$ cat config.mk
export PLATFORM = sky130hd
export DESIGN_NAME = ack_timer_post_tx_state
export DESIGN_NICKNAME = d
export VERILOG_FILES = /design/src/ackt_pkg.sv /design/src/ack_timer_post_tx_state.sv /design/src/ack_tick_gen.sv
export SDC_FILE = /design/constraint.sdc
export NUM_CORES = 1
export LEC_CHECK = 0
export ABC_AREA = 1
export BUFFER_PORTS_ARGS = -buffer_cell sky130_fd_sc_hd__buf_2
export CAP_MARGIN = 20
export CORE_UTILIZATION = 30
export DETAILED_ROUTE_END_ITERATION = 7
export SLEW_MARGIN = 20
export SYNTH_ARGS = -nofsm -noshare
export SYNTH_HDL_FRONTEND = slang
export SYNTH_SLANG_ARGS = --single-unit
$ cat constraint.sdc
create_clock -name clk -period 5 [get_ports clk]
set_clock_uncertainty 0.2 [all_clocks]
set_input_delay 0.25 -clock clk [delete_from_list [all_inputs] [get_ports clk]]
set_output_delay 0.25 -clock clk [all_outputs]
set_load 0.05 [all_outputs]
$ cat src/ackt_pkg.sv
// constants, types and register map of the ack timer block
// assumes a 20 MHz system clock and an AXI4-Lite register master
`default_nettype none
package ackt_pkg;
	// system clock rate in kHz (20 MHz, 50 ns period)
	localparam logic [15:0] CLK_KHZ = 16'h4E20;
	localparam int ADDR_W = 10;             // byte address width
	localparam int DATA_W = 32;             // bus data width
	localparam int IDX_LSB = 2;             // word index starts here
	// register indices, byte address is four times the index
	localparam logic [7:0] IDX_WAIT_LO = 8'h50;  // wait count low byte
	localparam logic [7:0] IDX_WAIT_HI = 8'h51;  // wait count high byte
	localparam logic [7:0] IDX_CTRL    = 8'h52;  // timer and post tx ctrl
	localparam logic [7:0] IDX_AUTOACK = 8'h55;  // auto ack and rate
	localparam logic [7:0] IDX_STATE   = 8'h6C;  // radio state register
	// reset values
	localparam logic [7:0] WAIT_LO_RST = 8'h08;
	localparam logic [7:0] WAIT_HI_RST = 8'h07;
	localparam logic [7:0] CTRL_RST    = 8'h00;
	localparam logic [7:0] AUTOACK_RST = 8'h04;  // auto ack off, 100 kbps
	// field positions
	localparam int CTRL_TIMER_EN = 0;       // ack timer enable
	localparam int CTRL_DONE_OFF = 4;       // go idle after tx
	localparam int CTRL_DONE_RX  = 5;       // go receive after tx
	localparam int AUTO_EN_BIT   = 4;       // automatic ack enable
	localparam int RATE_W        = 3;       // data rate select width
	localparam int CODE_W        = 4;       // state code width
	// radio state codes, one nibble each
	localparam logic [3:0] CODE_RX    = 4'h6;
	localparam logic [3:0] CODE_IDLE  = 4'h8;
	localparam logic [3:0] CODE_TX    = 4'h9;
	localparam logic [3:0] CODE_FORCE = 4'h3;
	// timer tick rate in kHz per data rate select
	// 10,20,40,50,100,150,200,400 kbps
	localparam logic [12:0] TICK_KHZ [8] = '{13'h00B4, 13'h0168,
		13'h02D0, 13'h0384, 13'h0708, 13'h0A8C, 13'h0E10, 13'h1C20};
	// bus responses
	localparam logic [1:0] RESP_OK  = 2'h0;
	localparam logic [1:0] RESP_ERR = 2'h2;
	// radio state, one-hot
	typedef enum logic [2:0] {
		ST_IDLE = 3'b001,
		ST_RX   = 3'b010,
		ST_TX   = 3'b100
	} rstate_e;
	// master to slave
	typedef struct packed {
		logic              awvalid;
		logic [ADDR_W-1:0] awaddr;
		logic              wvalid;
		logic [DATA_W-1:0] wdata;
		logic [3:0]        wstrb;
		logic              bready;
		logic              arvalid;
		logic [ADDR_W-1:0] araddr;
		logic              rready;
	} axi_req_s;
	// slave to master
	typedef struct packed {
		logic              awready;
		logic              wready;
		logic              bvalid;
		logic [1:0]        bresp;
		logic              arready;
		logic              rvalid;
		logic [DATA_W-1:0] rdata;
		logic [1:0]        rresp;
	} axi_rsp_s;
endpackage
`default_nettype wire

$ cat src/ack_timer_post_tx_state.sv
// ack delay timer and post transmit radio state selection
// assumes an AXI4-Lite master and radio events on the same clock
// Summary of operation
// - wait count is high byte above low byte
// - wait count applies only when timer enabled
// - tick rate follows selected data rate
// - wait count resets to 0x0708
// - auto ack sent when timer expires
// - receive bit moves radio to receive
// - idle bit moves radio to idle
// - shutdown, then receive, idle, host request
// - forced shutdown idles radio at once
// - later host requests take effect normally
// - control register clears on reset
// - ack request moves radio to transmit
//
// Local design decision: register access over AXI4-Lite.
`default_nettype none
`timescale 1ns/1ps
module ack_timer_post_tx_state import ackt_pkg::*; #(
	parameter logic [15:0] CLK_RATE_KHZ = CLK_KHZ  // system clock in kHz
) (
	input  wire logic     clk,          // 20 MHz clock
	input  wire logic     rst,          // async reset, high
	input  wire axi_req_s bus_req,      // register bus requests
	output axi_rsp_s      bus_rsp,      // register bus answers
	input  wire logic     rx_ack_req,   // rx end of ack-request packet
	input  wire logic     tx_done,      // transmission completed
	output logic          ack_send,     // pulse: send the ack packet
	output logic          ack_busy,     // ack timer running
	output rstate_e       radio_state   // current radio state
);
	// registers
	logic [7:0]        wait_lo_q;   // wait count low byte
	logic [7:0]        wait_hi_q;   // wait count high byte
	logic [7:0]        ctrl_q;      // timer and post tx control
	logic [7:0]        auto_q;      // auto ack enable and rate
	logic              cmd_vld_q;   // host state request pending
	logic [CODE_W-1:0] cmd_q;       // requested state code
	// bus slave
	axi_rsp_s          rsp_q;       // all bus answers
	logic              aw_full_q;   // write address held
	logic              w_full_q;    // write data held
	logic [ADDR_W-1:0] waddr_q;     // held write address
	logic [7:0]        wdata_q;     // held write data, low byte
	logic              wlane_q;     // low byte lane enabled
	// timer and radio state
	logic [15:0]       cnt_q;       // ticks counted so far
	logic              run_q;       // timer running
	logic              send_q;      // ack send pulse
	rstate_e           state_q;     // radio state
	rstate_e           state_d;     // next radio state

	// wires
	logic        aw_fire;       // address taken this edge
	logic        w_fire;        // data taken this edge
	logic        ar_fire;       // read address taken
	logic        do_write;      // both halves held, commit
	logic        aw_full_d;     // next address held flag
	logic        w_full_d;      // next data held flag
	logic [4:0]  wsel;          // write target, one-hot
	logic [4:0]  rsel;          // read target, one-hot
	logic        wmap;          // write address mapped
	logic [7:0]  rbyte;         // read data byte
	logic [15:0] wait_cnt;      // full wait count
	logic        timer_en;      // ack timer enabled
	logic        auto_en;       // automatic ack enabled
	logic        done_rx;       // receive after tx
	logic        done_off;      // idle after tx
	logic        tick;          // timer tick enable
	logic        force_cmd;     // forced shutdown request
	logic        expire;        // wait count reached
	logic        ack_req;       // ack request with auto ack on
	logic [3:0]  code;          // current state code
	rstate_e     cmd_state;     // state asked by host
	logic        cmd_ok;        // host request is a known state

	// address decode to one-hot register select
	function automatic logic [4:0] decode(input logic [ADDR_W-1:0] a);
		logic [7:0] idx;
		idx = a[ADDR_W-1:IDX_LSB];
		decode = 5'h00;
		if (a[IDX_LSB-1:0] == 2'h0) begin
			decode[0] = idx == IDX_WAIT_LO;
			decode[1] = idx == IDX_WAIT_HI;
			decode[2] = idx == IDX_CTRL;
			decode[3] = idx == IDX_AUTOACK;
			decode[4] = idx == IDX_STATE;
		end
	endfunction

	// handshake terms
	assign aw_fire   = bus_req.awvalid & rsp_q.awready;
	assign w_fire    = bus_req.wvalid & rsp_q.wready;
	assign ar_fire   = bus_req.arvalid & rsp_q.arready;
	assign do_write  = aw_full_q & w_full_q & ~rsp_q.bvalid;
	assign aw_full_d = (aw_full_q | aw_fire) & ~do_write;
	assign w_full_d  = (w_full_q | w_fire) & ~do_write;
	assign wsel      = decode(waddr_q) & {5{do_write & wlane_q}};
	assign wmap      = |decode(waddr_q);
	assign rsel      = decode(bus_req.araddr);

	assign wait_cnt = {wait_hi_q, wait_lo_q};
	assign timer_en = ctrl_q[CTRL_TIMER_EN];
	assign done_rx  = ctrl_q[CTRL_DONE_RX];
	assign done_off = ctrl_q[CTRL_DONE_OFF];
	assign auto_en  = auto_q[AUTO_EN_BIT];

	// state code shown to software
	assign code = (state_q == ST_RX) ? CODE_RX :
		(state_q == ST_TX) ? CODE_TX : CODE_IDLE;

	// read mux, unmapped reads give zero
	assign rbyte = rsel[0] ? wait_lo_q :
		rsel[1] ? wait_hi_q :
		rsel[2] ? ctrl_q :
		rsel[3] ? auto_q :
		rsel[4] ? {code, code} : 8'h00;

	// write address and data capture
	always_ff @(posedge clk or posedge rst) begin
		if (rst) begin
			aw_full_q <= 1'b0;
			w_full_q  <= 1'b0;
			waddr_q   <= '0;
			wdata_q   <= 8'h00;
			wlane_q   <= 1'b0;
		end else begin
			aw_full_q <= aw_full_d;
			w_full_q  <= w_full_d;
			// hold address until commit
			if (aw_fire) begin
				waddr_q <= bus_req.awaddr;
			end
			// hold low byte and its strobe
			if (w_fire) begin
				wdata_q <= bus_req.wdata[7:0];
				wlane_q <= bus_req.wstrb[0];
			end
		end
	end

	// bus answers
	always_ff @(posedge clk or posedge rst) begin
		if (rst) begin
			rsp_q <= '0;
		end else begin
			rsp_q.awready <= ~aw_full_d;
			rsp_q.wready  <= ~w_full_d;
			// write answer after both halves
			if (do_write) begin
				rsp_q.bvalid <= 1'b1;
				rsp_q.bresp  <= wmap ? RESP_OK : RESP_ERR;
			end else if (bus_req.bready) begin
				rsp_q.bvalid <= 1'b0;
			end
			// read answer one cycle after address
			if (ar_fire) begin
				rsp_q.arready <= 1'b0;
				rsp_q.rvalid  <= 1'b1;
				rsp_q.rdata   <= {24'h000000, rbyte};
				rsp_q.rresp   <= (|rsel) ? RESP_OK : RESP_ERR;
			end else if (rsp_q.rvalid & bus_req.rready) begin
				rsp_q.rvalid  <= 1'b0;
				rsp_q.arready <= 1'b1;
			end else if (~rsp_q.rvalid) begin
				rsp_q.arready <= 1'b1;
			end
		end
	end
	assign bus_rsp = rsp_q;

	// configuration registers
	always_ff @(posedge clk or posedge rst) begin
		if (rst) begin
			wait_lo_q <= WAIT_LO_RST;
			wait_hi_q <= WAIT_HI_RST;
			ctrl_q    <= CTRL_RST;
			auto_q    <= AUTOACK_RST;
		end else begin
			if (wsel[0]) begin
				wait_lo_q <= wdata_q;
			end
			if (wsel[1]) begin
				wait_hi_q <= wdata_q;
			end
			if (wsel[2]) begin
				ctrl_q <= wdata_q;
			end
			if (wsel[3]) begin
				auto_q <= wdata_q;
			end
		end
	end

	// host state request, one cycle pending
	always_ff @(posedge clk or posedge rst) begin
		if (rst) begin
			cmd_vld_q <= 1'b0;
			cmd_q     <= CODE_IDLE;
		end else begin
			cmd_vld_q <= wsel[4];
			if (wsel[4]) begin
				cmd_q <= wdata_q[CODE_W-1:0];
			end
		end
	end

	ack_tick_gen #(
		.CLK_RATE_KHZ (CLK_RATE_KHZ)
	) u_tick (
		.clk      (clk),
		.rst      (rst),
		.rate_sel (auto_q[RATE_W-1:0]),
		.tick     (tick)
	);

	// command decode
	assign force_cmd = cmd_vld_q & (cmd_q == CODE_FORCE);
	assign cmd_ok    = cmd_vld_q & ((cmd_q == CODE_IDLE) |
		(cmd_q == CODE_RX) | (cmd_q == CODE_TX));
	assign cmd_state = (cmd_q == CODE_RX) ? ST_RX :
		(cmd_q == CODE_TX) ? ST_TX : ST_IDLE;
	assign ack_req   = rx_ack_req & auto_en;
	assign expire    = run_q & timer_en & (cnt_q == wait_cnt);

	// ack delay timer
	always_ff @(posedge clk or posedge rst) begin
		if (rst) begin
			run_q  <= 1'b0;
			cnt_q  <= 16'h0000;
			send_q <= 1'b0;
		end else begin
			send_q <= 1'b0;
			if (force_cmd | ~timer_en) begin
				// shutdown or disable drops the wait
				run_q <= 1'b0;
				send_q <= ack_req & ~force_cmd & ~timer_en;
			end else if (ack_req) begin
				run_q <= 1'b1;
				cnt_q <= 16'h0000;
			end else if (expire) begin
				run_q  <= 1'b0;
				send_q <= 1'b1;
			end else if (run_q & tick) begin
				cnt_q <= cnt_q + 16'h0001;
			end
		end
	end

	always_comb begin
		state_d = state_q;
		if (force_cmd) begin
			state_d = ST_IDLE;
		end else if (tx_done & done_rx) begin
			state_d = ST_RX;
		end else if (tx_done & done_off) begin
			state_d = ST_IDLE;
		end else if (cmd_ok) begin
			state_d = cmd_state;
		end else if (ack_req) begin
			state_d = ST_TX;
		end
	end

	// radio state flop
	always_ff @(posedge clk or posedge rst) begin
		if (rst) begin
			state_q <= ST_IDLE;
		end else begin
			state_q <= state_d;
		end
	end

	assign ack_send    = send_q;
	assign ack_busy    = run_q;
	assign radio_state = state_q;
endmodule
`default_nettype wire

$ cat src/ack_tick_gen.sv
// timer tick generator: fractional divider from the system clock
// assumes rate_sel is a register on the same clock
`default_nettype none
`timescale 1ns/1ps
module ack_tick_gen import ackt_pkg::*; #(
	parameter logic [15:0] CLK_RATE_KHZ = CLK_KHZ  // system clock in kHz
) (
	input  wire logic              clk,       // system clock
	input  wire logic              rst,       // async reset, high
	input  wire logic [RATE_W-1:0] rate_sel,  // data rate select
	output logic                   tick       // one-cycle tick enable
);
	logic [15:0] acc_q;     // phase accumulator
	logic [15:0] sum;       // accumulator plus step
	logic        wrap;      // phase passed one tick period
	logic [15:0] acc_d;     // next accumulator

	// step by the tick rate, wrap at the clock rate
	assign sum   = acc_q + {3'h0, TICK_KHZ[rate_sel]};
	assign wrap  = sum >= CLK_RATE_KHZ;
	assign acc_d = wrap ? sum - CLK_RATE_KHZ : sum;

	// accumulator and tick flop
	always_ff @(posedge clk or posedge rst) begin
		if (rst) begin
			acc_q <= 16'h0000;
			tick  <= 1'b0;
		end else begin
			acc_q <= acc_d;
			tick  <= wrap;
		end
	end
endmodule
`default_nettype wire

* After elaboration in Yosys (flattened, before gate mapping)
Memory sizes are Yosys's and may differ from the RTL's.
Index checks and enable logic that the tools add are counted.
** Word-level totals
- Bits in registers :: 113
- Bits in read-only memories :: 104
- Bits of input ports :: 65
- Memories kept :: 1
** Memories
- (name not given) :: depth 8, width 13, read ports 1, clocked after memory_dff 0, write ports 0, RTL line ack_tick_gen.sv:19 : assign sum = acc_q + {3'h0, TICK_KHZ[rate_sel]};
** Operators by class
- $add $sub $neg :: 3
- Order comparisons :: 2
- Eq/ne operators :: 19
- Mux-type cells :: 36
- Bitwise logic cells :: 33
- Reductions and logical operators :: 10
** Operators with widths (count)
- $eq A8 B7 Y1 const B :: 10
- $mux W16 :: 4
- $mux W8 :: 5
- $mux W13 :: 2
- $mux W3 :: 7
- $and A1 B1 Y1 :: 19
- $add A16 B1 Y16 const B :: 1
- $add A16 B13 Y16 :: 1
- $eq A16 B16 Y1 :: 1
- $ge A16 B15 Y1 const B :: 1
- $sub A16 B15 Y16 const B :: 1
- $mux W1 :: 12
- $mux W5 :: 2
- $reduce_or A5 Y1 :: 2
- $eq A4 B4 Y1 const B :: 2
- $not A1 Y1 :: 7
- $mux W2 :: 3
- $reduce_bool A2 Y1 :: 3
- $and A5 B5 Y5 :: 1
- $or A1 B1 Y1 :: 5
- $reduce_bool A5 Y1 :: 1
- $eq A4 B2 Y1 const B :: 1
- $eq A4 B3 Y1 const B :: 1
- $ge A4 B4 Y1 const B :: 1
- other kinds (9) :: 10

* Depth between registers and ports, before layout
Gate-level depths: netlist of the first run.
- Depth in word-level cells :: 8
- Mapped depth :: 25
- Mapped depth without buffers :: 25

* Cells and area by module
Synthesis of the first run repeated with hierarchy kept, for this count alone.
** Second synthesis, totals
- Cells, all modules :: 952
- Area, all modules :: 6806.5 um^2
** Modules (own cells, without submodules)
- ack_timer_post_tx_state :: instances 1, cells each 688, area an instance 5124.9 um^2, seq. area each 2361.0 um^2
- ack_tick_gen :: instances 1, cells each 264, area an instance 1681.6 um^2, seq. area each 375.4 um^2

* Worst setup path before layout of the first run
OpenSTA, ideal clock, no wires.
- Kind :: flip-flop to flip-flop
- Start :: reg auto_q[2]
- End :: reg u_tick.acc_q[11]
- Arrival :: 3033 ps
- Data required time :: 4683 ps
- Setup slack :: 1650 ps
- Cell stages (with the launch flop) :: 24
- Buffers on the path :: 1
- Cell sequence :: dfstp_2 > clkbuf_1 > clkinv_1 > or2_2 > o21ai_0 > inv_1 > ha_1 > inv_1 > fa_1 > inv_1 > nand2_1 > nand2_1 > nand2_1 > nand2_1 > nand2_1 > inv_1 > ha_1 > nand3_1 > nor2_1 > nor2_1 > nand2_1 > and2_1 > nand2_1 > nand2_1
** On the way
- Word-level cells in the longest chain between the ends :: 7
** Ends and longest elaborated chain
- start, declared :: RTL line ack_timer_post_tx_state.sv:37 : logic [7:0] auto_q;
- start signal, assigned :: RTL line ack_timer_post_tx_state.sv:191 : auto_q <= wdata_q;
- $not A3 Y4 (not written as such) * :: RTL line ack_tick_gen.sv:19
- $mem_v2 Z8 W13 *
- $mux W13 (not written as such) * (2 in series) :: RTL line ack_tick_gen.sv:19
- $add A16 B13 Y16 * :: RTL line ack_tick_gen.sv:19
- $sub A16 B15 Y16 / $ge A16 B15 Y1 (equally long branches) :: RTL line ack_tick_gen.sv:21, ack_tick_gen.sv:20
- $mux W16 * :: RTL line ack_tick_gen.sv:21 : assign acc_d = wrap ? sum - CLK_RATE_KHZ : sum;
- via u_tick.acc_d[11] :: RTL line ack_tick_gen.sv:16 : logic [15:0] acc_d;
- end signal, assigned :: RTL line ack_tick_gen.sv:26 : acc_q <= 16'h0000;
- end signal, assigned :: RTL line ack_tick_gen.sv:29 : acc_q <= acc_d;
- end, declared :: RTL line ack_tick_gen.sv:13 : logic [15:0] acc_q;
Mark *: on every way through the listed nets, which the timed path passes. The rest lies on a longest branch. The select of a mux whose other input is x is not followed.
A chain may end at the register's enable or synchronous reset.

* Final worst setup path of the first run
- Start :: reg auto_q[0]
- End :: reg u_tick.acc_q[12]
** On the way
- Word-level cells in the longest chain between the ends :: 7
** Ends and longest elaborated chain
- $not A3 Y4 (not written as such) :: RTL line ack_tick_gen.sv:19
- $mem_v2 Z8 W13
- $mux W13 (not written as such) (2 in series) :: RTL line ack_tick_gen.sv:19
- $add A16 B13 Y16 :: RTL line ack_tick_gen.sv:19
- $ge A16 B15 Y1 :: RTL line ack_tick_gen.sv:20 : assign wrap = sum >= CLK_RATE_KHZ;
- via u_tick.wrap :: RTL line ack_tick_gen.sv:15 : logic wrap;
- $mux W16 :: RTL line ack_tick_gen.sv:21
- via u_tick.acc_d[12] :: RTL line ack_tick_gen.sv:16
The timed path passes the listed nets, and every way through them passes these cells. The select of a mux whose other input is x is not followed.

==> results.toml, run 1 <==
[outcome]
outcome = "complete, no violations"

[route]
firstDrtPassIters = 5
drt_iter0_markers = 385
drtAntennaViolNets = 0
viasPerCell = 4.63
post-route-drc-count = 0
wl_per_cell_um = 12.6
vias = 5622
wl_um = 15400

[pwr]
intPower_mw = 1.90
p_clk_frac = 0.232
ir_worst_vdd_mv = 0.319
power_leakage_nw = 3.70
p_comb_frac = 0.418
sw_frac_of_total = 0.425
seqPwrFrac = 0.350
power.switching_mw = 1.41
powerDensity_nw_per_um2 = 445

[setup_path]
start_kind = "flip-flop"
path_max_fanout = 11
end_kind = "flip-flop"
crit_type = "reg -> reg"
slowest_delay_ns = 0.45
worstPathArrival_ns = 3.80
cp_num_buf_inv = 5
cpMaxStageDelayCell = "dfrtp_1"
required_ns = 5.05
crit_family = "simple AND/OR/NAND/NOR gates"
cpMostUsedCell = "nand2_1"
worstPathCellList = "inv_1, ha_1, inv_1, o21ai_0, inv_1, ha_1, inv_1, fa_1, inv_1, nand2_1, nand2_1, nand2_1, nand2_1, nand2_1, nor2_1, nand3_1, nand2_1, o21ai_2, nand2_2, nand2_2, nand2_1, nand2_1"

[place]
portBuffers = 57
globalplace.congestion = 0.889
postPlaceCellArea_um2 = 6880
dp_hpwl_um = 11600

[clock_tree]
clock_sinks = 109
cts_tree = "yes"
clock_path_buffers = 2
clk_pin_slew_ns = 0.08
htreeDepth = 3
clk_latency_ns = 0.36
post_cts_resized = 0
cts_buffers = 9
root_buffer = "clkbuf_16"

[finish]
design_area_um2 = 7430
insertedDiodeCount = 0
area_delta_synth_final_pct = 15.8
drive_gt1_frac = 0.0990
finalNetCount = 1021

[synth]
synthTopCellsByCount = "nand2_1, inv_1, dfrtp_1"
yosysUniqueCellTypes = 44
async_flop_share = 1.00
synth_edf_count = 0
synthFlopType = "dfrtp_1"
synth_area_leader_cell = "dfrtp_1"
ys_seq_elements = 109
syn_area_um2 = 6420
yosysWarnings = 0
netlist_top_cells_area = "dfrtp_1, nand2_1, inv_1, o21ai_0, nand3_1"
syn_inst = 858
avgSynthCellArea_um2 = 7.48
seq_area_frac_synth = 0.426
synthMostInstantiatedCell = "nand2_1"
synth.top_cell.area_share = 0.398

[global_route]
grt_max_degree = 63
grt_overflow = 0
grt_pass1_wl_um = 25500
gr-usage-all-layers = 0.146
antenna_found_initial = 0
grt_pass1_vias = 5028

[sta]
hold_viol = 0
drv_slew = 0
fin_crit_ns = 3.74
max_freq_ghz = 0.267
rsz0062_at_grt = "no"
maxSlewHeadroom = 0.476
period_share = 0.748
worst_pin_slew_ns = 0.786
setup-violations-final = 0
final.setup.tns_ns = 0

[floorplan]
die_h_um = 148
core_area_um2 = 21000
ios = 111
die_area_um2 = 22000
dieWidth_um = 148
start_util = 0.305
fp-row-count = 53

[job]
cap_viol_max_count = 0

[worst_hold_path]
min_path_type = "in -> reg"
[registers in the layout (all words and copies together), names as in the netlist]
| signal | flops |
|---|---|
| aw_full_q | 1 |
| wait_hi_q | 8 |
| cmd_q | 4 |
| auto_q | 8 |
| cnt_q | 16 |
| ctrl_q | 8 |
| cmd_vld_q | 1 |
| wait_lo_q | 8 |
| u_tick.tick | 1 |
| bus_rsp | 15 |
| radio_state | 3 |
| wdata_q | 8 |
| w_full_q | 1 |
| ack_busy | 1 |
| u_tick.acc_q | 14 |
| ack_send | 1 |
| waddr_q | 10 |
| wlane_q | 1 |
[per-layer routing]
metal / global-route usage / wire [µm]
met5: 0 / 0
met4: 0.0381 / 182
met3: 0.0258 / 704
met2: 0.213 / 6340
met1: 0.219 / 8130
[power by group through the flow]
stage / clock, mW / sequential, mW / combinational (mW)
global placement: 0 / 1.17 / 1.35
detailed placement: 0 / 1.17 / 1.36
floorplan: 0 / 1.30 / 0.939
global route: 0.829 / 1.18 / 1.58
CTS: 0.794 / 1.16 / 1.39
finish: 0.768 / 1.16 / 1.38
[cell families after synthesis]
logic type	count (synthesis)	synth area share
flops	109	0.426
xor+xnor	27	0.0380
other cells	1	0.000584
fa+ha+maj	22	0.0441
buf+inv	158	0.110
compound gates	125	0.109
simple gates	415	0.271
mux	1	0.00156
[placed cells by master (no fill, tap or decap), types with 10 or more instances in the layout]
| master | netlist | layout |
|---|---|---|
| a21oi_1 | 13 | 13 |
| buf_2 | 3 | 57 |
| conb_1 | 1 | 26 |
| dfrtp_1 | 102 | 102 |
| dlygate4sd3_1 | 0 | 23 |
| ha_1 | 21 | 21 |
| inv_1 | 114 | 113 |
| nand2_1 | 250 | 250 |
| nand3_1 | 54 | 54 |
| nand4_1 | 12 | 12 |
| nor2_1 | 60 | 60 |
| nor3_1 | 20 | 20 |
| o21ai_0 | 84 | 84 |
| xnor2_1 | 10 | 10 |
| xor2_1 | 16 | 16 |
[metrics by stage]
stage / power, mW / util / instances / setup WS [ns] / hold WS [ns]
CTS: 3.34 / 0.353 / 1214 / 1.22 / 0.0139
floorplan: 2.24 / - / 883 / 1.65 / 0.146
global placement: 2.52 / 0.327 / 1175 / 1.28 / 0.189
global route: 3.59 / 0.353 / 1214 / 0.852 / 0.0701
detailed placement: 2.54 / 0.327 / 1175 / 1.25 / 0.193
finish: 3.31 / 0.353 / 1214 / 1.26 / 0.0226
[worst register-to-register path, delay by kind of cell, from the launching register on]
| family | cells | cell delay, ns |
|---|---|---|
| adder cells (fa/ha/maj) | 3 | 0.95 |
| AO/OA/AOI/OAI | 2 | 0.16 |
| buffers and inverters | 5 | 0.47 |
| flip-flops | 1 | 0.45 |
| AND/OR/NAND/NOR | 12 | 1.39 |
[repair_timing]
item,CTS,global route
buffers inserted,0,0
hold endpoints to repair,65,0
hold buffers,23,0
[layout make-up]
class                           count  area (µm²)
Clock buffer                        9         225
Clock inverter                      7        87.6
Fill cell                        2221       13600
Inverter                          117         442
Multi-Input combinational cell    616        3070
Sequential cell                   109        2740
Tap cell                          275         344
Timing Repair Buffer               81         523
[path summary, 6_finish.rpt]
kind / from / end / slack [ns] / depth (start not counted)
hold reg to reg: bus_rsp[1] / bus_rsp[1] / 0.29 / 2
min in group asynchronous: rst / u_tick.acc_q[5] / 0.32 / 3
hold / removal: tx_done / radio_state[1] / 0.02 / 3
max in group asynchronous: rst / cnt_q[8] / 3.05 / 4
setup reg to reg: auto_q[0] / u_tick.acc_q[12] / 1.26 / 22
setup / recovery: auto_q[0] / u_tick.acc_q[12] / 1.26 / 22
Power figures use the tool's default switching activity.
==> run 2, diff against run 1 <==
==> constraint.sdc (replaced) <==
create_clock -name clk -period 3.7 [get_ports clk]
set_clock_uncertainty 0.2 [all_clocks]
set_input_delay 0.185 -clock clk [delete_from_list [all_inputs] [get_ports clk]]
set_output_delay 0.185 -clock clk [all_outputs]
set_load 0.05 [all_outputs]
==> results.toml, run 2 (synthesis results as in run 1) <==
[sta]
max_freq_ghz = 0.293
maxSlewHeadroom = 0.412
worst_pin_slew_ns = 0.882
drv_slew = 0
rsz0062_at_grt = "no"
worst_slack_ns = 0.282
fin_crit_ns = 3.42
setup-violations-final = 0
hold_viol = 0
period_share = 0.924
final.setup.tns_ns = 0

[finish]
area_delta_synth_final_pct = 17.4
insertedDiodeCount = 0
regMostFlops = "cnt_q"
nFillCells = 2235
largest_register_ffs = 16
finalNetCount = 1035
drive_gt1_frac = 0.112
final_common_cell = "nand2_1"
mostFrequentLayoutCells = "nand2_1, inv_1, dfrtp_1, o21ai_0, nor2_1"
fin_util = 0.358

[floorplan]
fp-row-count = 53
die_area_um2 = 22000
dieWidth_um = 148
core_area_um2 = 21000
ios = 111
start_util = 0.305
die_h_um = 148

[clock_tree]
clk_pin_slew_ns = 0.08
clock_sinks = 109
clk_latency_ns = 0.36
clock_path_buffers = 2
cts_buffers = 9
cts_tree = "yes"
htreeDepth = 3
root_buffer = "clkbuf_16"

[pwr]
power_leakage_nw = 3.76
powerDensity_nw_per_um2 = 590
p_clk_frac = 0.219
seqPwrFrac = 0.353
intPower_mw = 2.54
sw_frac_of_total = 0.430
ir_worst_vdd_mv = 0.312
power.switching_mw = 1.91
p_comb_frac = 0.428

[route]
drt_iter0_markers = 337
firstDrtPassIters = 8
post-route-drc-count = 0
wl_per_cell_um = 12.7
vias = 5705
viasPerCell = 4.65
wl_um = 15600
drtAntennaViolNets = 0

[setup_path]
worstPathArrival_ns = 3.48
cp_num_buf_inv = 6
start_kind = "flip-flop"
cpMaxStageDelayCell = "dfrtp_2"
r2r_slack_ns = 0.28
worstPathCellList = "inv_1, ha_1, inv_1, o21ai_0, inv_1, ha_2, inv_1, fa_1, inv_1, nand2_1, nand2_2, nand3b_1, nand2_1, inv_1, ha_1, nand3_1, nor2_1, nor2_1, nand2_1, and2_1, nand2_1, nand2_1"
crit_type = "reg -> reg"
required_ns = 3.76
cpMostUsedCell = "inv_1"
path_max_fanout = 6
slowest_delay_ns = 0.43
crit_family = "simple AND/OR/NAND/NOR gates"
end_kind = "flip-flop"

[job]
cap_viol_max_count = 0

[global_route]
gr-usage-all-layers = 0.150
grt_overflow = 0
grt_pass1_vias = 5338
grt_pass1_wl_um = 26400
grt_max_degree = 70
antenna_found_initial = 0

[place]
globalplace.congestion = 0.844
portBuffers = 57
pre_cts_slack_ns = 0.177
dp_hpwl_um = 11700

[worst_hold_path]
min_path_type = "in -> reg"

[outcome]
outcome = "complete, no violations"
## run 2: worst reg2reg max path, cell delays in order, from the launching register on
cell	delay [ns]
dfrtp_2	0.43
inv_1	0.07
ha_1	0.29
inv_1	0.07
o21ai_0	0.07
inv_1	0.07
ha_2	0.20
inv_1	0.06
fa_1	0.41
inv_1	0.10
nand2_1	0.06
nand2_2	0.09
nand3b_1	0.08
nand2_1	0.12
inv_1	0.06
ha_1	0.21
nand3_1	0.12
nor2_1	0.05
nor2_1	0.16
nand2_1	0.14
and2_1	0.18
nand2_1	0.06
nand2_1	0.05
## run 2: what timing repair did
| action | CTS | global route |
|---|---|---|
| endpoints found under the setup margin | 0 | 10 |
| hold buffers | 28 | 0 |
| resized for setup | 0 | 5 |
| hold endpoints to repair | 87 | 0 |
| buffers inserted | 0 | 1 |
## run 2: final timing paths
check,endpoint,cells past startpoint,from
worst max-delay path,u_tick.acc_q[11],22,auto_q[0]
worst min-delay path,ack_busy,3,rx_ack_req
worst max register to register,u_tick.acc_q[11],22,auto_q[0]
worst min register to register,bus_rsp[1],2,bus_rsp[1]
max in group asynchronous,wait_lo_q[3],4,rst
min in group asynchronous,wdata_q[2],3,rst
## run 2: layout make-up
cell class | count | area [µm²] | area share
multi-input combinational | 616 | 3070 | 0.408
sequential | 109 | 2740 | 0.363
timing repair buffer | 95 | 641 | 0.0850
inverter | 117 | 445 | 0.0591
tap | 275 | 344 | 0.0457
clock buffer | 9 | 225 | 0.0299
clock inverter | 7 | 65.1 | 0.00864
## run 2: stage by stage
step / total power [mW] / hold WS [ns] / instance area (µm²) / instances
after global placement: 3.39 / 0.173 / 6940 / 1183
after floorplan: 3.03 / 0.0814 / 6510 / 883
after detailed placement: 3.42 / 0.184 / 6940 / 1183
final: 4.45 / 0.0520 / 7530 / 1228
after CTS: 4.47 / 0.0425 / 7510 / 1227
after global routing: 4.81 / 0.0590 / 7530 / 1228
## run 2: power groups by stage
stage	clock network, mW	logic [mW]	registers [mW]
after floorplan	0	1.27	1.76
after detailed placement	0	1.83	1.59
after global routing	1.04	2.17	1.60
after global placement	0	1.81	1.58
final	0.976	1.90	1.57
after CTS	1.00	1.90	1.57
## run 2: layer usage
metal	vias up	part of all wire	track usage
met5	-	0	0
met4	0	0.011	0.0407
met3	15	0.057	0.0276
met2	166	0.42	0.228
met1	2630	0.51	0.217
li1	2894	-	-
==> run 3, diff against run 2 <==
--- a/config.mk
+++ b/config.mk
@@ -8,8 +8,9 @@
 export ABC_AREA = 1
 export BUFFER_PORTS_ARGS = -buffer_cell sky130_fd_sc_hd__buf_2
 export CAP_MARGIN = 20
-export CORE_UTILIZATION = 30
+export CORE_UTILIZATION = 44
 export DETAILED_ROUTE_END_ITERATION = 7
+export PLACE_DENSITY = 0.65
 export SLEW_MARGIN = 20
 export SYNTH_ARGS = -nofsm -noshare
 export SYNTH_HDL_FRONTEND = slang
==> results.toml, run 3 (synthesis results as in run 1) <==
[route]
post-route-drc-count = 0
drt_iter0_markers = 451
wl_per_cell_um = 14.1
vias = 5786
wl_um = 16000
drtAntennaViolNets = 0
viasPerCell = 5.09
firstDrtPassIters = 5

[setup_path]
crit_type = "reg -> reg"
end_kind = "flip-flop"
cpMostUsedCell = "inv_1"
required_ns = 3.76
cpMaxStageDelayCell = "dfrtp_2"
start_kind = "flip-flop"
cp_num_buf_inv = 6
slowest_delay_ns = 0.41
worstPathCellList = "inv_1, ha_1, inv_1, o21ai_0, inv_1, ha_2, inv_1, fa_1, inv_1, nand2_1, nand2_1, nand3b_1, nand2_2, nor2_1, nand3_1, nand2_1, o21ai_2, nand2_2, buf_4, nand3_1, nand2_1"
worstPathArrival_ns = 3.41
crit_family = "simple AND/OR/NAND/NOR gates"
path_max_fanout = 6

[sta]
period_share = 0.907
rsz0062_at_grt = "no"
setup-violations-final = 0
final.setup.tns_ns = 0
max_freq_ghz = 0.298
hold_viol = 0
maxSlewHeadroom = 0.597
fin_crit_ns = 3.35
worst_pin_slew_ns = 0.603
whs_ns = 0.0463
drv_slew = 0

[clock_tree]
clk_latency_ns = 0.36
htreeDepth = 3
root_buffer = "clkbuf_16"
cts_tree = "yes"
clk_pin_slew_ns = 0.08
cts_buffers = 9
clock_path_buffers = 2
clock_sinks = 109

[finish]
area_delta_synth_final_pct = 16.2
drive_gt1_frac = 0.117
regMostFlops = "cnt_q"
largest_register_ffs = 16
finalNetCount = 1039
final_common_cell = "nand2_1"
insertedDiodeCount = 0
design_area_um2 = 7460
fin_util = 0.531
mostFrequentLayoutCells = "nand2_1, inv_1, dfrtp_1, o21ai_0, nor2_1"

[global_route]
grt_max_degree = 41
grt_overflow = 0
grt_pass1_wl_um = 25300
grt_pass1_vias = 5162
gr-usage-all-layers = 0.220
antenna_found_initial = 0

[job]
cap_viol_max_count = 0

[floorplan]
die_area_um2 = 15100
die_h_um = 123
core_area_um2 = 14000
dieWidth_um = 123
start_util = 0.457
ios = 111
fp-row-count = 43

[pwr]
p_total_mw = 4.51
powerDensity_nw_per_um2 = 605
power_leakage_nw = 3.78
ir_worst_vdd_mv = 0.374

[worst_hold_path]
min_path_type = "in -> reg"

[outcome]
outcome = "complete, no violations"

[place]
dp_hpwl_um = 11800
portBuffers = 57
globalplace.congestion = 0.888
postPlaceCellArea_um2 = 6820
==> run 3: worst min-delay path, stage by stage <==
cell	delay [ns]
buf_2	0.11
nand2_2	0.17
a21oi_1	0.10
==> run 3: path summary, 6_finish.rpt <==
check                           startpoint         endpoint  slack [ns]  depth (start not counted)
worst max-delay path             auto_q[0]  u_tick.acc_q[6]        0.35                         21
worst min-delay path            rx_ack_req         ack_busy        0.05                          3
worst max register to register   auto_q[0]  u_tick.acc_q[6]        0.35                         21
worst min register to register  bus_rsp[1]       bus_rsp[1]        0.28                          2
max in group asynchronous              rst        auto_q[0]        2.23                          4
min in group asynchronous              rst      bus_rsp[39]        0.18                          3
==> run 3: what timing repair did <==
| action | CTS | global route |
|---|---|---|
| buffers inserted | 0 | 6 |
| hold buffers | 28 | 0 |
| setup endpoints to repair | 0 | 11 |
| hold endpoints to repair | 56 | 0 |
| resized for setup | 0 | 7 |
==> run 3: layer usage <==
metal,share of wire,wire (µm),up-vias,GRT usage
li1,-,-,2900,-
met1,0.48,7720,2678,0.320
met2,0.43,6870,188,0.324
met3,0.070,1120,20,0.0414
met4,0.019,297,0,0.0747
met5,0,0,-,0
==> run 3: through the flow <==
step,worst slack (ns),std cells
after floorplan,0.350,883
after global placement,0.263,1087
after detailed placement,0.197,1087
after CTS,0.184,1131
after global routing,0.00302,1137
final,0.345,1137
==> run 3: final cells by class <==
| class | instances | area [µm²] |
|---|---|---|
| multi-input cells | 616 | 3080 |
| flip-flops and latches | 109 | 2740 |
| clock buffers | 10 | 239 |
| fillers | 1352 | 6580 |
| repair buffers | 99 | 671 |
| inverters | 117 | 442 |
| clock inverters | 6 | 60.1 |
| well taps | 180 | 225 |
==> run 3: where the power goes <==
| group | switching, mW | internal [mW] | total [mW] |
|---|---|---|---|
| Sequential | 0.138 | 1.45 | 1.58 |
| Clock | 0.496 | 0.497 | 0.993 |
| Combinational | 1.32 | 0.620 | 1.94 |
